## src/rtl/rrs_defs.vh

```
// Constants of the remote reset supervisor: offsets, fields, resets, timing.
// Assumes a 125 MHz hclk and a single AHB-Lite master.
`ifndef RRS_DEFS_VH
`define RRS_DEFS_VH
`define RRS_CLK_HZ 64'd125000000
`define RRS_SANITY_S 64'd24
`define RRS_WARN_MS 64'd750
`define RRS_HOLD_US 64'd2900
`define RRS_HOLD_CLKS 32
`define RRS_DISP_US 64'd1000
`define RRS_SANITY_CYC (`RRS_SANITY_S * `RRS_CLK_HZ)
`define RRS_WARN_CYC (`RRS_WARN_MS * `RRS_CLK_HZ / 64'd1000)
`define RRS_HOLD_CYC (`RRS_HOLD_US * `RRS_CLK_HZ / 64'd1000000)
`define RRS_DISP_CYC (`RRS_DISP_US * `RRS_CLK_HZ / 64'd1000000)
`define RRS_A_CTRL 6'h00
`define RRS_A_STAT 6'h04
`define RRS_A_CMD 6'h08
`define RRS_A_SAN 6'h0C
`define RRS_A_BOARD 6'h10
`define RRS_A_CLR 6'h14
`define RRS_CTRL_RST 0
`define RRS_CTRL_JAM 1
`define RRS_CTRL_SDIS 2
`define RRS_CTRL_NMI 3
`define RRS_CTRL_CHB 4
`define RRS_CTRL_TRN 6
`define RRS_CTRL_SCAN 7
`define RRS_CTRL_SLAVE 8
`define RRS_CTRL_CORE 9
`define RRS_CTRL_W 10
`define RRS_CTRL_INIT 10'h000
`define RRS_BOARD_INIT 8'h00
`define RRS_CHB_232 2'h0
`define RRS_CHB_422 2'h1
`define RRS_CHB_LOOP 2'h2
`define RRS_LINK_RST 8'h52
`define RRS_NSRC 5
`define RRS_SRC_NONE 3'h7
`define RRS_ID_EQ 32'h0000_1111
`define RRS_ID_HW 32'h0000_0001
`define RRS_ID_BASE 32'h0000_0001
`define RRS_ID_FW 32'h0000_0001
`endif

```

## src/rtl/rrs_top.v

```verilog
// Reset supervisor core: sanity timer, command arbiter, processor control,
// jam exchange, channel steering, identification store, indicators, display.
// Assumes all inputs synchronous to hclk and character strobes one cycle wide.
`include "rrs_defs.vh"

// Contract
// - Sanity expiry resets microcontroller after 24 s
// - Early warning 0.75 s before; service restarts
// - Expiry reset held 2.9 ms, 362500 clocks
// - Power fail holds whole card in reset
// - Link resets act only in slave subsystem
// - Attached terminal on core shelf blocks link resets
// - Drive reset, jam, sanity disable, top interrupt
// - Exchange jam state, refuse double jam
// - Channel B: RS-232, RS-422 or loopback
// - Port 3 wired to maintenance channel A
// - Transparent relay hides originating terminal
// - Exactly two receive-only sideband links
// - Sideband resets blocked by a master; code still queued
// - Responses to link commands go to terminals; code sends them only in transparent mode
// - Remote port: terminal or alarm scanner mode
// - Identification word 32 bit, even parity
// - Store equipment code and three releases
// - Green for sync, red for inactive
// - Continuously refresh status and board display
// - Local terminal has highest priority
module rrs_top #(
	parameter [63:0] SANITY_CYC = `RRS_SANITY_CYC,
	parameter [63:0] WARN_CYC = `RRS_WARN_CYC,
	parameter [63:0] HOLD_CYC = `RRS_HOLD_CYC,
	parameter [63:0] DISP_CYC = `RRS_DISP_CYC
) (
	input wire hclk,
	input wire hresetn,
	input wire hsel,
	input wire [31:0] haddr,
	input wire [1:0] htrans,
	input wire hwrite,
	input wire [2:0] hsize,
	input wire [31:0] hwdata,
	input wire hready,
	output wire hreadyout,
	output wire hresp,
	output reg [31:0] hrdata,
	input wire power_good,
	input wire local_char_valid,
	input wire [7:0] local_char,
	input wire cpu_char_valid,
	input wire [7:0] cpu_char,
	input wire remote_char_valid,
	input wire [7:0] remote_char,
	input wire link0_valid,
	input wire [7:0] link0_code,
	input wire link1_valid,
	input wire [7:0] link1_code,
	input wire local_attached,
	input wire remote_attached,
	input wire mate_jam,
	input wire cpu_sync,
	input wire cpu_active,
	input wire cpu_in_service,
	input wire clk_status,
	input wire clk_active,
	input wire p3_txd,
	input wire maint_a_txd,
	input wire id_rd,
	input wire [1:0] id_addr,
	output reg [31:0] id_data,
	output reg id_parity,
	output wire card_reset,
	output wire mcu_reset,
	output wire mcu_warn,
	output wire cpu_reset,
	output wire cpu_jam,
	output wire cpu_sanity_dis,
	output wire cpu_nmi,
	output wire jam_state,
	output wire chb_rs232,
	output wire chb_rs422,
	output wire chb_loop,
	output wire remote_scanner,
	output reg p3_rxd,
	output reg maint_a_rxd,
	output reg maint_valid,
	output reg [7:0] maint_data,
	output reg term_resp_valid,
	output reg [7:0] term_resp_data,
	output wire led_green,
	output wire led_red,
	output reg [2:0] disp_sel,
	output reg [7:0] disp_data
);

	function [2:0] pick;
		input [4:0] v;
		integer k;
		begin
			pick = `RRS_SRC_NONE;
			for (k = `RRS_NSRC - 1; k >= 0; k = k - 1) begin
				if (v[k]) begin
					pick = k[2:0];
				end
			end
		end
	endfunction

	function [31:0] id_word;
		input [1:0] a;
		begin
			case (a)
				2'd0: id_word = `RRS_ID_EQ;
				2'd1: id_word = `RRS_ID_HW;
				2'd2: id_word = `RRS_ID_BASE;
				default: id_word = `RRS_ID_FW;
			endcase
		end
	endfunction

	reg [`RRS_CTRL_W-1:0] ctrl;
	reg [7:0] board;
	reg [31:0] san_cnt;
	reg warn;
	reg [31:0] hold_cnt;
	reg jam_act;
	reg jam_refused;
	reg link_rst;
	reg [4:0] pend;
	reg [7:0] pdat [0:4];
	reg ph_act;
	reg ph_wr;
	reg [5:0] ph_addr;
	reg [31:0] disp_cnt;
	reg [2:0] src_sel;
	wire [4:0] in_v;
	wire [39:0] in_d;
	wire [2:0] top;
	wire cmd_rd;
	wire pop;
	wire wr_ctrl;
	wire wr_san;
	wire wr_board;
	wire wr_clr;
	wire master;
	wire char_seen;
	wire link_hit;
	wire jam_req;

	assign hreadyout = 1'b1;
	assign hresp = 1'b0;

	always @(posedge hclk or negedge hresetn) begin
		if (!hresetn) begin
			ph_act <= 1'b0;
			ph_wr <= 1'b0;
			ph_addr <= 6'h00;
		end else if (hready) begin
			ph_act <= hsel & htrans[1];
			ph_wr <= hwrite;
			ph_addr <= haddr[5:0];
		end
	end

	assign wr_ctrl = ph_act & ph_wr & (ph_addr == `RRS_A_CTRL);
	assign wr_san = ph_act & ph_wr & (ph_addr == `RRS_A_SAN);
	assign wr_board = ph_act & ph_wr & (ph_addr == `RRS_A_BOARD);
	assign wr_clr = ph_act & ph_wr & (ph_addr == `RRS_A_CLR);
	assign cmd_rd = ph_act & ~ph_wr & (ph_addr == `RRS_A_CMD);

	always @(posedge hclk or negedge hresetn) begin
		if (!hresetn) begin
			ctrl <= `RRS_CTRL_INIT;
			board <= `RRS_BOARD_INIT;
		end else if (!power_good) begin
			ctrl <= `RRS_CTRL_INIT;
			board <= `RRS_BOARD_INIT;
		end else begin
			if (wr_ctrl) begin
				ctrl <= hwdata[`RRS_CTRL_W-1:0];
			end
			if (wr_board) begin
				board <= hwdata[7:0];
			end
		end
	end

	// Read data is driven in the data phase; unmapped offsets read zero
	always @* begin
		hrdata = 32'h0000_0000;
		if (ph_act & ~ph_wr) begin
			case (ph_addr)
				`RRS_A_CTRL: hrdata = {22'h00_0000, ctrl};
				`RRS_A_STAT: hrdata = {17'h0_0000, pend, 4'h0, mate_jam,
					~power_good, master, jam_refused, jam_act, warn};
				`RRS_A_CMD: hrdata = (top == `RRS_SRC_NONE) ? 32'h0000_0000 :
					{20'h0_0000, 1'b1, top, pdat[top]};
				`RRS_A_BOARD: hrdata = {24'h00_0000, board};
				default: hrdata = 32'h0000_0000;
			endcase
		end
	end

	// Sanity timer; terminal and processor characters and SAN writes keep it alive
	assign char_seen = local_char_valid | cpu_char_valid | remote_char_valid;
	always @(posedge hclk or negedge hresetn) begin
		if (!hresetn) begin
			san_cnt <= 32'h0000_0000;
			warn <= 1'b0;
			hold_cnt <= 32'h0000_0000;
		end else if (!power_good) begin
			san_cnt <= 32'h0000_0000;
			warn <= 1'b0;
			hold_cnt <= 32'h0000_0000;
		end else begin
			if (char_seen | wr_san | (hold_cnt != 32'h0000_0000)) begin
				san_cnt <= 32'h0000_0000;
			end else if (san_cnt == SANITY_CYC[31:0] - 32'h0000_0001) begin
				san_cnt <= 32'h0000_0000;
				hold_cnt <= HOLD_CYC[31:0];
			end else begin
				san_cnt <= san_cnt + 32'h0000_0001;
			end
			if (hold_cnt != 32'h0000_0000) begin
				hold_cnt <= hold_cnt - 32'h0000_0001;
			end
			// Warning stays up until serviced or the timer fires anyway
			if (san_cnt == SANITY_CYC[31:0] - WARN_CYC[31:0] - 32'h0000_0001
				&& !(char_seen | wr_san)) begin
				warn <= 1'b1;
			end else if (wr_san | char_seen | (hold_cnt != 32'h0000_0000)) begin
				warn <= 1'b0;
			end
		end
	end
	assign mcu_warn = warn;
	assign mcu_reset = (hold_cnt != 32'h0000_0000) | ~power_good;
	assign card_reset = ~power_good;

	// Five sources; each holds one pending character until taken
	assign in_v = {link1_valid, link0_valid, remote_char_valid, cpu_char_valid,
		local_char_valid};
	assign in_d = {link1_code, link0_code, remote_char, cpu_char, local_char};
	assign top = pick(pend);
	assign pop = cmd_rd | (ctrl[`RRS_CTRL_TRN] & (top != `RRS_SRC_NONE));

	genvar g;
	generate
		for (g = 0; g < `RRS_NSRC; g = g + 1) begin : g_src
			always @(posedge hclk or negedge hresetn) begin
				if (!hresetn) begin
					pend[g] <= 1'b0;
					pdat[g] <= 8'h00;
				end else if (in_v[g]) begin
					pend[g] <= 1'b1;
					pdat[g] <= in_d[g*8 +: 8];
				end else if (pop && top == g) begin
					pend[g] <= 1'b0;
				end
			end
		end
	endgenerate

	// Transparent relay: one character a cycle, source identity dropped
	always @(posedge hclk or negedge hresetn) begin
		if (!hresetn) begin
			maint_valid <= 1'b0;
			maint_data <= 8'h00;
			term_resp_valid <= 1'b0;
			term_resp_data <= 8'h00;
			src_sel <= `RRS_SRC_NONE;
		end else begin
			maint_valid <= 1'b0;
			term_resp_valid <= 1'b0;
			if (ctrl[`RRS_CTRL_TRN] && top != `RRS_SRC_NONE && top != 3'd1) begin
				maint_valid <= 1'b1;
				maint_data <= pdat[top];
				src_sel <= top;
			end
			// Links have no return path, so in transparent mode answers go to terminals
			if (ctrl[`RRS_CTRL_TRN] && cpu_char_valid) begin
				term_resp_valid <= 1'b1;
				term_resp_data <= cpu_char;
			end
		end
	end

	// Direct link reset, gated by subsystem role and master presence
	assign master = ctrl[`RRS_CTRL_CORE] & (local_attached | remote_attached);
	assign link_hit = (link0_valid & (link0_code == `RRS_LINK_RST)) |
		(link1_valid & (link1_code == `RRS_LINK_RST));
	always @(posedge hclk or negedge hresetn) begin
		if (!hresetn) begin
			link_rst <= 1'b0;
		end else begin
			link_rst <= link_hit & ctrl[`RRS_CTRL_SLAVE] & ~master;
		end
	end

	// Jam exchange with the mate card
	assign jam_req = ctrl[`RRS_CTRL_JAM];
	always @(posedge hclk or negedge hresetn) begin
		if (!hresetn) begin
			jam_act <= 1'b0;
			jam_refused <= 1'b0;
		end else begin
			if (!jam_req) begin
				jam_act <= 1'b0;
			end else if (!mate_jam) begin
				jam_act <= 1'b1;
			end
			if (jam_req & mate_jam & ~jam_act) begin
				jam_refused <= 1'b1;
			end else if (wr_clr & hwdata[0]) begin
				jam_refused <= 1'b0;
			end
		end
	end
	assign jam_state = jam_act;

	assign cpu_reset = ctrl[`RRS_CTRL_RST] | link_rst | ~power_good;
	assign cpu_jam = jam_act;
	assign cpu_sanity_dis = ctrl[`RRS_CTRL_SDIS];
	assign cpu_nmi = ctrl[`RRS_CTRL_NMI];

	// Code 3 leaves channel B unconnected
	assign chb_rs232 = ctrl[`RRS_CTRL_CHB +: 2] == `RRS_CHB_232;
	assign chb_rs422 = ctrl[`RRS_CTRL_CHB +: 2] == `RRS_CHB_422;
	assign chb_loop = ctrl[`RRS_CTRL_CHB +: 2] == `RRS_CHB_LOOP;
	assign remote_scanner = ctrl[`RRS_CTRL_SCAN];

	always @(posedge hclk or negedge hresetn) begin
		if (!hresetn) begin
			p3_rxd <= 1'b1;
			maint_a_rxd <= 1'b1;
		end else begin
			p3_rxd <= maint_a_txd;
			maint_a_rxd <= p3_txd;
		end
	end

	// Identification store; parity bit makes the 33 bits even
	always @(posedge hclk or negedge hresetn) begin
		if (!hresetn) begin
			id_data <= 32'h0000_0000;
			id_parity <= 1'b0;
		end else if (id_rd) begin
			id_data <= id_word(id_addr);
			id_parity <= ^id_word(id_addr);
		end
	end

	assign led_green = cpu_sync;
	assign led_red = ~cpu_active | ~cpu_in_service;

	// Display scan, one field per divider tick
	always @(posedge hclk or negedge hresetn) begin
		if (!hresetn) begin
			disp_cnt <= 32'h0000_0000;
			disp_sel <= 3'd0;
			disp_data <= 8'h00;
		end else begin
			if (disp_cnt == DISP_CYC[31:0] - 32'h0000_0001) begin
				disp_cnt <= 32'h0000_0000;
				disp_sel <= (disp_sel == 3'd4) ? 3'd0 : disp_sel + 3'd1;
			end else begin
				disp_cnt <= disp_cnt + 32'h0000_0001;
			end
			case (disp_sel)
				3'd0: disp_data <= {7'h00, cpu_active};
				3'd1: disp_data <= {7'h00, cpu_sync};
				3'd2: disp_data <= {7'h00, clk_status};
				3'd3: disp_data <= {7'h00, clk_active};
				default: disp_data <= board;
			endcase
		end
	end

endmodule // rrs_top

```

## config.mk

```make
export PLATFORM = sky130hd
export DESIGN_NAME = rrs_top
export DESIGN_NICKNAME = d
export VERILOG_FILES = /design/src/rtl/rrs_top.v
export VERILOG_INCLUDE_DIRS = /design/src /design/src/rtl
export SDC_FILE = /design/constraint.sdc
export NUM_CORES = 1
export LEC_CHECK = 0
export ABC_AREA = 1
export BUFFER_PORTS_ARGS = -buffer_cell sky130_fd_sc_hd__buf_2
export CORE_MARGIN = 5
export CORE_UTILIZATION = 33
export CTS_CLUSTER_DIAMETER = 30
export DETAILED_ROUTE_END_ITERATION = 8
export PLACE_DENSITY = 0.61
export RECOVER_POWER = 100
export SYNTH_ARGS = -nofsm -noshare
export SYNTH_HDL_FRONTEND = slang
export SYNTH_SLANG_ARGS = --single-unit
```

## constraint.sdc

```tcl
create_clock -name hclk -period 3.7 [get_ports hclk]
set_clock_uncertainty 0.1 [all_clocks]
set_input_delay 0.185 -clock hclk [delete_from_list [all_inputs] [get_ports hclk]]
set_output_delay 0.185 -clock hclk [all_outputs]
set_load 0.005 [all_outputs]
```

* Yosys cells after proc, flatten, opt, wreduce, memory -nomap -nowiden
Index checks and enable logic that the tools add are counted.
** Storage, ports and cells
- Memory bits (read-only) :: 0
- Bits in writable memories :: 0
- Memories kept :: 0
- Register bits :: 235
- Bits in latches :: 0
- Bits of input ports :: 133
- Word-level logic and storage cells :: 171
- Output and inout bits :: 112
** Cells by class
- Reduce and logical (&&, ||, !) cells :: 24
- $add $sub $neg :: 4
- $mul :: 0
- Shifts and indexed selects :: 0
- Multiplexer cells :: 46
- Bitwise gates (word level) :: 35
- Equal/unequal tests :: 29
- $lt $le $gt $ge :: 1
- Divide/modulo/power cells :: 0
** Operators with widths (count)
- $mux W32 :: 10
- $add A32 B1 Y32 const B :: 2
- $eq A32 B32 Y1 const B :: 2
- $pmux W15 S4 :: 1
- $eq A32 B17 Y1 const B :: 1
- $mux W8 :: 4
- $pmux W8 S4 :: 1
- $reduce_bool A32 Y1 :: 1
- $reduce_xor A32 Y1 :: 1
- $sub A32 B1 Y32 const B :: 1
- $bmux W8 S3 :: 1
- $mux W10 :: 2
- $mux W1 :: 19
- $and A1 B1 Y1 :: 17
- $eq A8 B7 Y1 const B :: 2
- $mux W3 :: 5
- $mux W13 :: 1
- $eq A3 B2 Y1 const B :: 4
- $eq A6 B4 Y1 const B :: 2
- $eq A6 B5 Y1 const B :: 2
- $mux W12 :: 1
- $reduce_bool A2 Y1 :: 6
- $or A1 B1 Y1 :: 11
- $eq A3 B3 Y1 const B :: 3
- 19 further kinds :: 39

* Longest topological paths before layout
- Depth after elaboration :: 12
- Gate-level depth with buffers :: 13
- Mapped depth without buffers :: 12

* Worst setup path before layout
Ideal clock, no wire load.
- Path kind :: register to register
- From :: reg hold_cnt[0]
- To :: reg san_cnt[18]
- Arrival time :: 1609 ps
- Stages on the path, launching flop included :: 14
- Required time :: 3531 ps
- Setup slack :: 1922 ps
- Cells stage by stage :: dfrtp_1 inv_1 ha_1 inv_1 nor2_1 nand2_1 nor2_1 nand3_2 nor2_4 nand3_2 nor2_2 inv_2 buf_6 nor2_2
** On the way
- Cells in the longest elaborated chain, start to end :: 4
** Ends and longest elaborated chain
- start, declared :: RTL line rrs_top.v:123 : reg [31:0] hold_cnt;
- start signal, assigned :: RTL line rrs_top.v:218 : hold_cnt <= HOLD_CYC[31:0];
- start signal, assigned :: RTL line rrs_top.v:223 : hold_cnt <= hold_cnt - 32'h0000_0001;
- $reduce_bool A32 Y1 :: RTL line rrs_top.v:214 : if (char_seen | wr_san | (hold_cnt != 32'h0000_0000)) begin
- $or A1 B1 Y1 :: RTL line rrs_top.v:214
- $mux W32 :: RTL line rrs_top.v:214
- $mux W32 :: RTL line rrs_top.v:209 : end else if (!power_good) begin
- end signal, assigned :: RTL line rrs_top.v:220 : san_cnt <= san_cnt + 32'h0000_0001;
- end, declared :: RTL line rrs_top.v:121 : reg [31:0] san_cnt;
Every way passes these cells.
A chain may end at the register's enable or synchronous reset.

* Worst setup path in the final report
- From :: in cpu_char_valid
- To :: reg san_cnt[18]
** On the way
- Cells in the longest elaborated chain, start to end :: 6
** Ends and longest elaborated chain
- start, declared :: RTL line rrs_top.v:48 : input wire cpu_char_valid,
- $or A1 B1 Y1 (2 in a row) :: RTL line rrs_top.v:203 : assign char_seen = local_char_valid | cpu_char_valid | remote_char_valid;
- $or A1 B1 Y1 (2 in a row) :: RTL line rrs_top.v:214
- $mux W32 :: RTL line rrs_top.v:214
- $mux W32 :: RTL line rrs_top.v:209
Every way passes these cells.

==> metrics <==
status=finished with violations; failing checks=max-capacitance violations, max-slew violations; clock slew at reported path FFs=roughly 40 ps; clock group share of total power=between 50% and 60%; post-synthesis sequential area ratio=between 40 and 50%; Clk Latency, worst-skew pair=550 ps; Reg power frac=between 20 and 30%; Cell Area, Placed=roughly 0.012 mm²; Area Growth Syn to Fin=37.1%; Unique masters post-synth=42; CTS H-tree lvls=2; layout cells sized above 1=~13%; CP Class=input pin to flip-flop; Hold Vio Cnt, Final=0; Worst-Margin Slew=around 2200 ps; fillers=approximately 3,300; min-delay worst type=input pin to flip-flop; Post-CTS Hold Fix Bufs=133; Net Switching=roughly 2.8 mW; Slew Limit Headroom=-46.8%; Hold Path Stages=3; crit end category=flip-flop; initial antenna violation count=0; R2R Setup Slk=730 ps; final setup violating endpoints=0; peak supply drop=~350 µV; row cnt=67; Max Fclk=312 MHz; CTS tree=yes; Yosys reg bits=between 200 and 250; critical path's largest stage delay=between 600 and 700 ps; Initial Utilization=between 30% and 40%; Routed Antenna Nets=0; Gate power share=19.8%; crit-path cells=dlygate4sd3_1, clkbuf_1, inv_1, clkbuf_1, nand3_1, nor2_1, nand3_2, nor2_2, clkbuf_1, inv_1, nor2_2; sw frac=29.6%; CTS root buf=clkbuf_16; routed vias/inst=between 4 and 5; PwrDens=a little over 600 mW/mm²; syn avg cell area=between 7 and 8 µm²; most frequent cells in the layout=399 x nand2_1, 204 x nor2_1, 203 x dfrtp_1, 191 x inv_1, 133 x dlygate4sd3_1; final setup TNS=0 ps; Ports=245; Pwr Total=~9.3 mW; Slew Limit Fails=84; Die Span Y=between 150 and 200 µm; ANT cells=0; post-place setup slack=between 1000 and 1500 ps; post-synthesis cell area=approximately 0.011 mm²; most frequent CP cell=clkbuf_1; HPWL Detailed=between 20,000 and 25,000 µm; area of the die=0.0373 mm²; nets=a little under 2,000; critical path's slowest cell=inv_1; final design utilization=between 40 and 50%; most common cell after layout, fill and taps aside=nand2_1; via count=roughly 11,000; Critical Path Start Type=input pin; Core ar.=approximately 0.033 mm²; Routed wire per std cell=between 10 and 15 µm; crit path setup slack, layout=roughly 500 ps; design area=0.0152 mm²; reg2reg path depth=13; CP Max Fanout=20; Gate Count Post-Synth=between 1,000 and 1,500; pin count of the biggest net entering global routing=85; clock sink count=205; Post-CTS Setup Inserts=0; CTS buffer count=50; gpl congestion=0.920; vias in the first global route=around 10,000; leakage=approximately 7.3 nW; WP data required=4060 ps; drt drc=0; Clock Path Buffers=3; PostCTS Resize Cnt=0; final WL=31,800 µm; Pre-antenna DRT Iters=5; Syn. warnings=0; Period minus WS final=3200 ps; Internal=~6.6 mW; overall die width=a little under 200 µm; final period utilization=between 80% and 90%; global-route wire length before repair=52,600 µm; DRT iter0 DRCs=733; PortBufs=between 100 and 150; GR Util All Layers=16.6%; max-capacitance violation count=1; RSZ-0062 raised after global routing=false; grt total ovfl=0; crit path DAT=roughly 3600 ps
cell usage after synthesis, drive strengths merged:
library cell / instances / area (µm²)
and3: 2 / 12.5
inv: 192 / 721
a31o: 1 / 8.76
nand2: 401 / 1510
a31oi: 4 / 25.0
nor3b: 4 / 30.0
nand4: 32 / 200
o21bai: 1 / 7.51
xnor2: 8 / 70.1
xor2: 43 / 377
o21a: 1 / 7.51
nand3: 80 / 420
o31ai: 1 / 7.51
dfrtp: 203 / 5080
clkinv: 2 / 7.51
clkbuf: 10 / 37.5
o21ai: 79 / 407
o22ai: 5 / 31.3
mux2: 1 / 11.3
nor2: 241 / 1020
a221oi: 1 / 8.76
buf: 61 / 458
nor4: 9 / 56.3
a211oi: 1 / 7.51
conb: 2 / 7.51
a22oi: 2 / 15.0
ha: 9 / 113
a21oi: 31 / 163
nor3: 39 / 195
or2: 1 / 6.26
dfstp: 2 / 52.6
nand3b: 1 / 7.51
routing by layer:
layer	vias up	track usage [%]	wire length, µm
met5	-	0	0
met4	0	5.90	841
met3	71	2.92	1690
met2	322	26.5	14900
met1	4993	22.8	14300
li1	5169	-	-
layout make-up:
type                    count  area [µm²]  area share, %
flip-flops and latches    205        5130           33.8
clock buffers              60        1360           8.94
well taps                 448         561           3.69
repair buffers            287        2040           13.4
clock inverters            33         504           3.32
multi-input cells        1045        4870           32.0
inverters                 194         728           4.79
critical path: cells and delay by family:
kind | cells | cell delay, ps
buffers and inverters | 6 | 2360
and+or+nand+nor | 5 | 1000
registers in the layout (all words and copies together), names as in the netlist, 2 cells and up:
signal / cells
pdat: 40
disp_cnt: 32
hold_cnt: 32
san_cnt: 32
ctrl: 10
board: 8
disp_data: 8
maint_data: 8
term_resp_data: 8
ph_addr: 6
pend: 5
disp_sel: 3
id_data: 2
metrics by stage:
| step | hold WS, ps | std cells |
|---|---|---|
| after floorplan | -211 | 1515 |
| after global placement | 173 | 2046 |
| after detailed placement | 182 | 2046 |
| after CTS | 10.2 | 2272 |
| after global routing | 31.9 | 2272 |
| final | 24.2 | 2272 |
cell families (layout without fill, tap and decap cells):
family	after synthesis	in the layout	synth area share, %
AOI/OAI and AO/OA	127	127	6.21
DFF	205	205	46.3
buffers and inverters	265	574	11.0
muxes	1	1	0.102
other	2	47	0.0678
and+or+nand+nor	810	810	31.2
xor gates and xnor gates	51	51	4.03
adders and majority gates	9	9	1.02
path summary, 6_finish.rpt:
kind | from | end
worst max-delay path | cpu_char_valid | san_cnt[18]$_DFF_PN0_
worst min-delay path | power_good | hold_cnt[26]$_DFFE_PN0P_
worst max register to register | hold_cnt[0]$_DFFE_PN0P_ | san_cnt[18]$_DFF_PN0_
worst min register to register | id_data[0]$_DFFE_PN0P_ | id_data[0]$_DFFE_PN0P_
max in group asynchronous | hresetn | hold_cnt[7]$_DFFE_PN0P_
min in group asynchronous | hresetn | disp_cnt[0]$_DFF_PN0_
power groups by stage:
stage	Sequential, mW	Combinational (mW)	Clock (mW)
floorplan	2.70	1.32	0
global placement	2.73	1.74	0
detailed placement	2.74	1.76	0
CTS	2.71	1.89	4.87
global route	2.75	2.11	5.00
finish	2.71	1.85	4.78
Power figures use the tool's default switching activity.
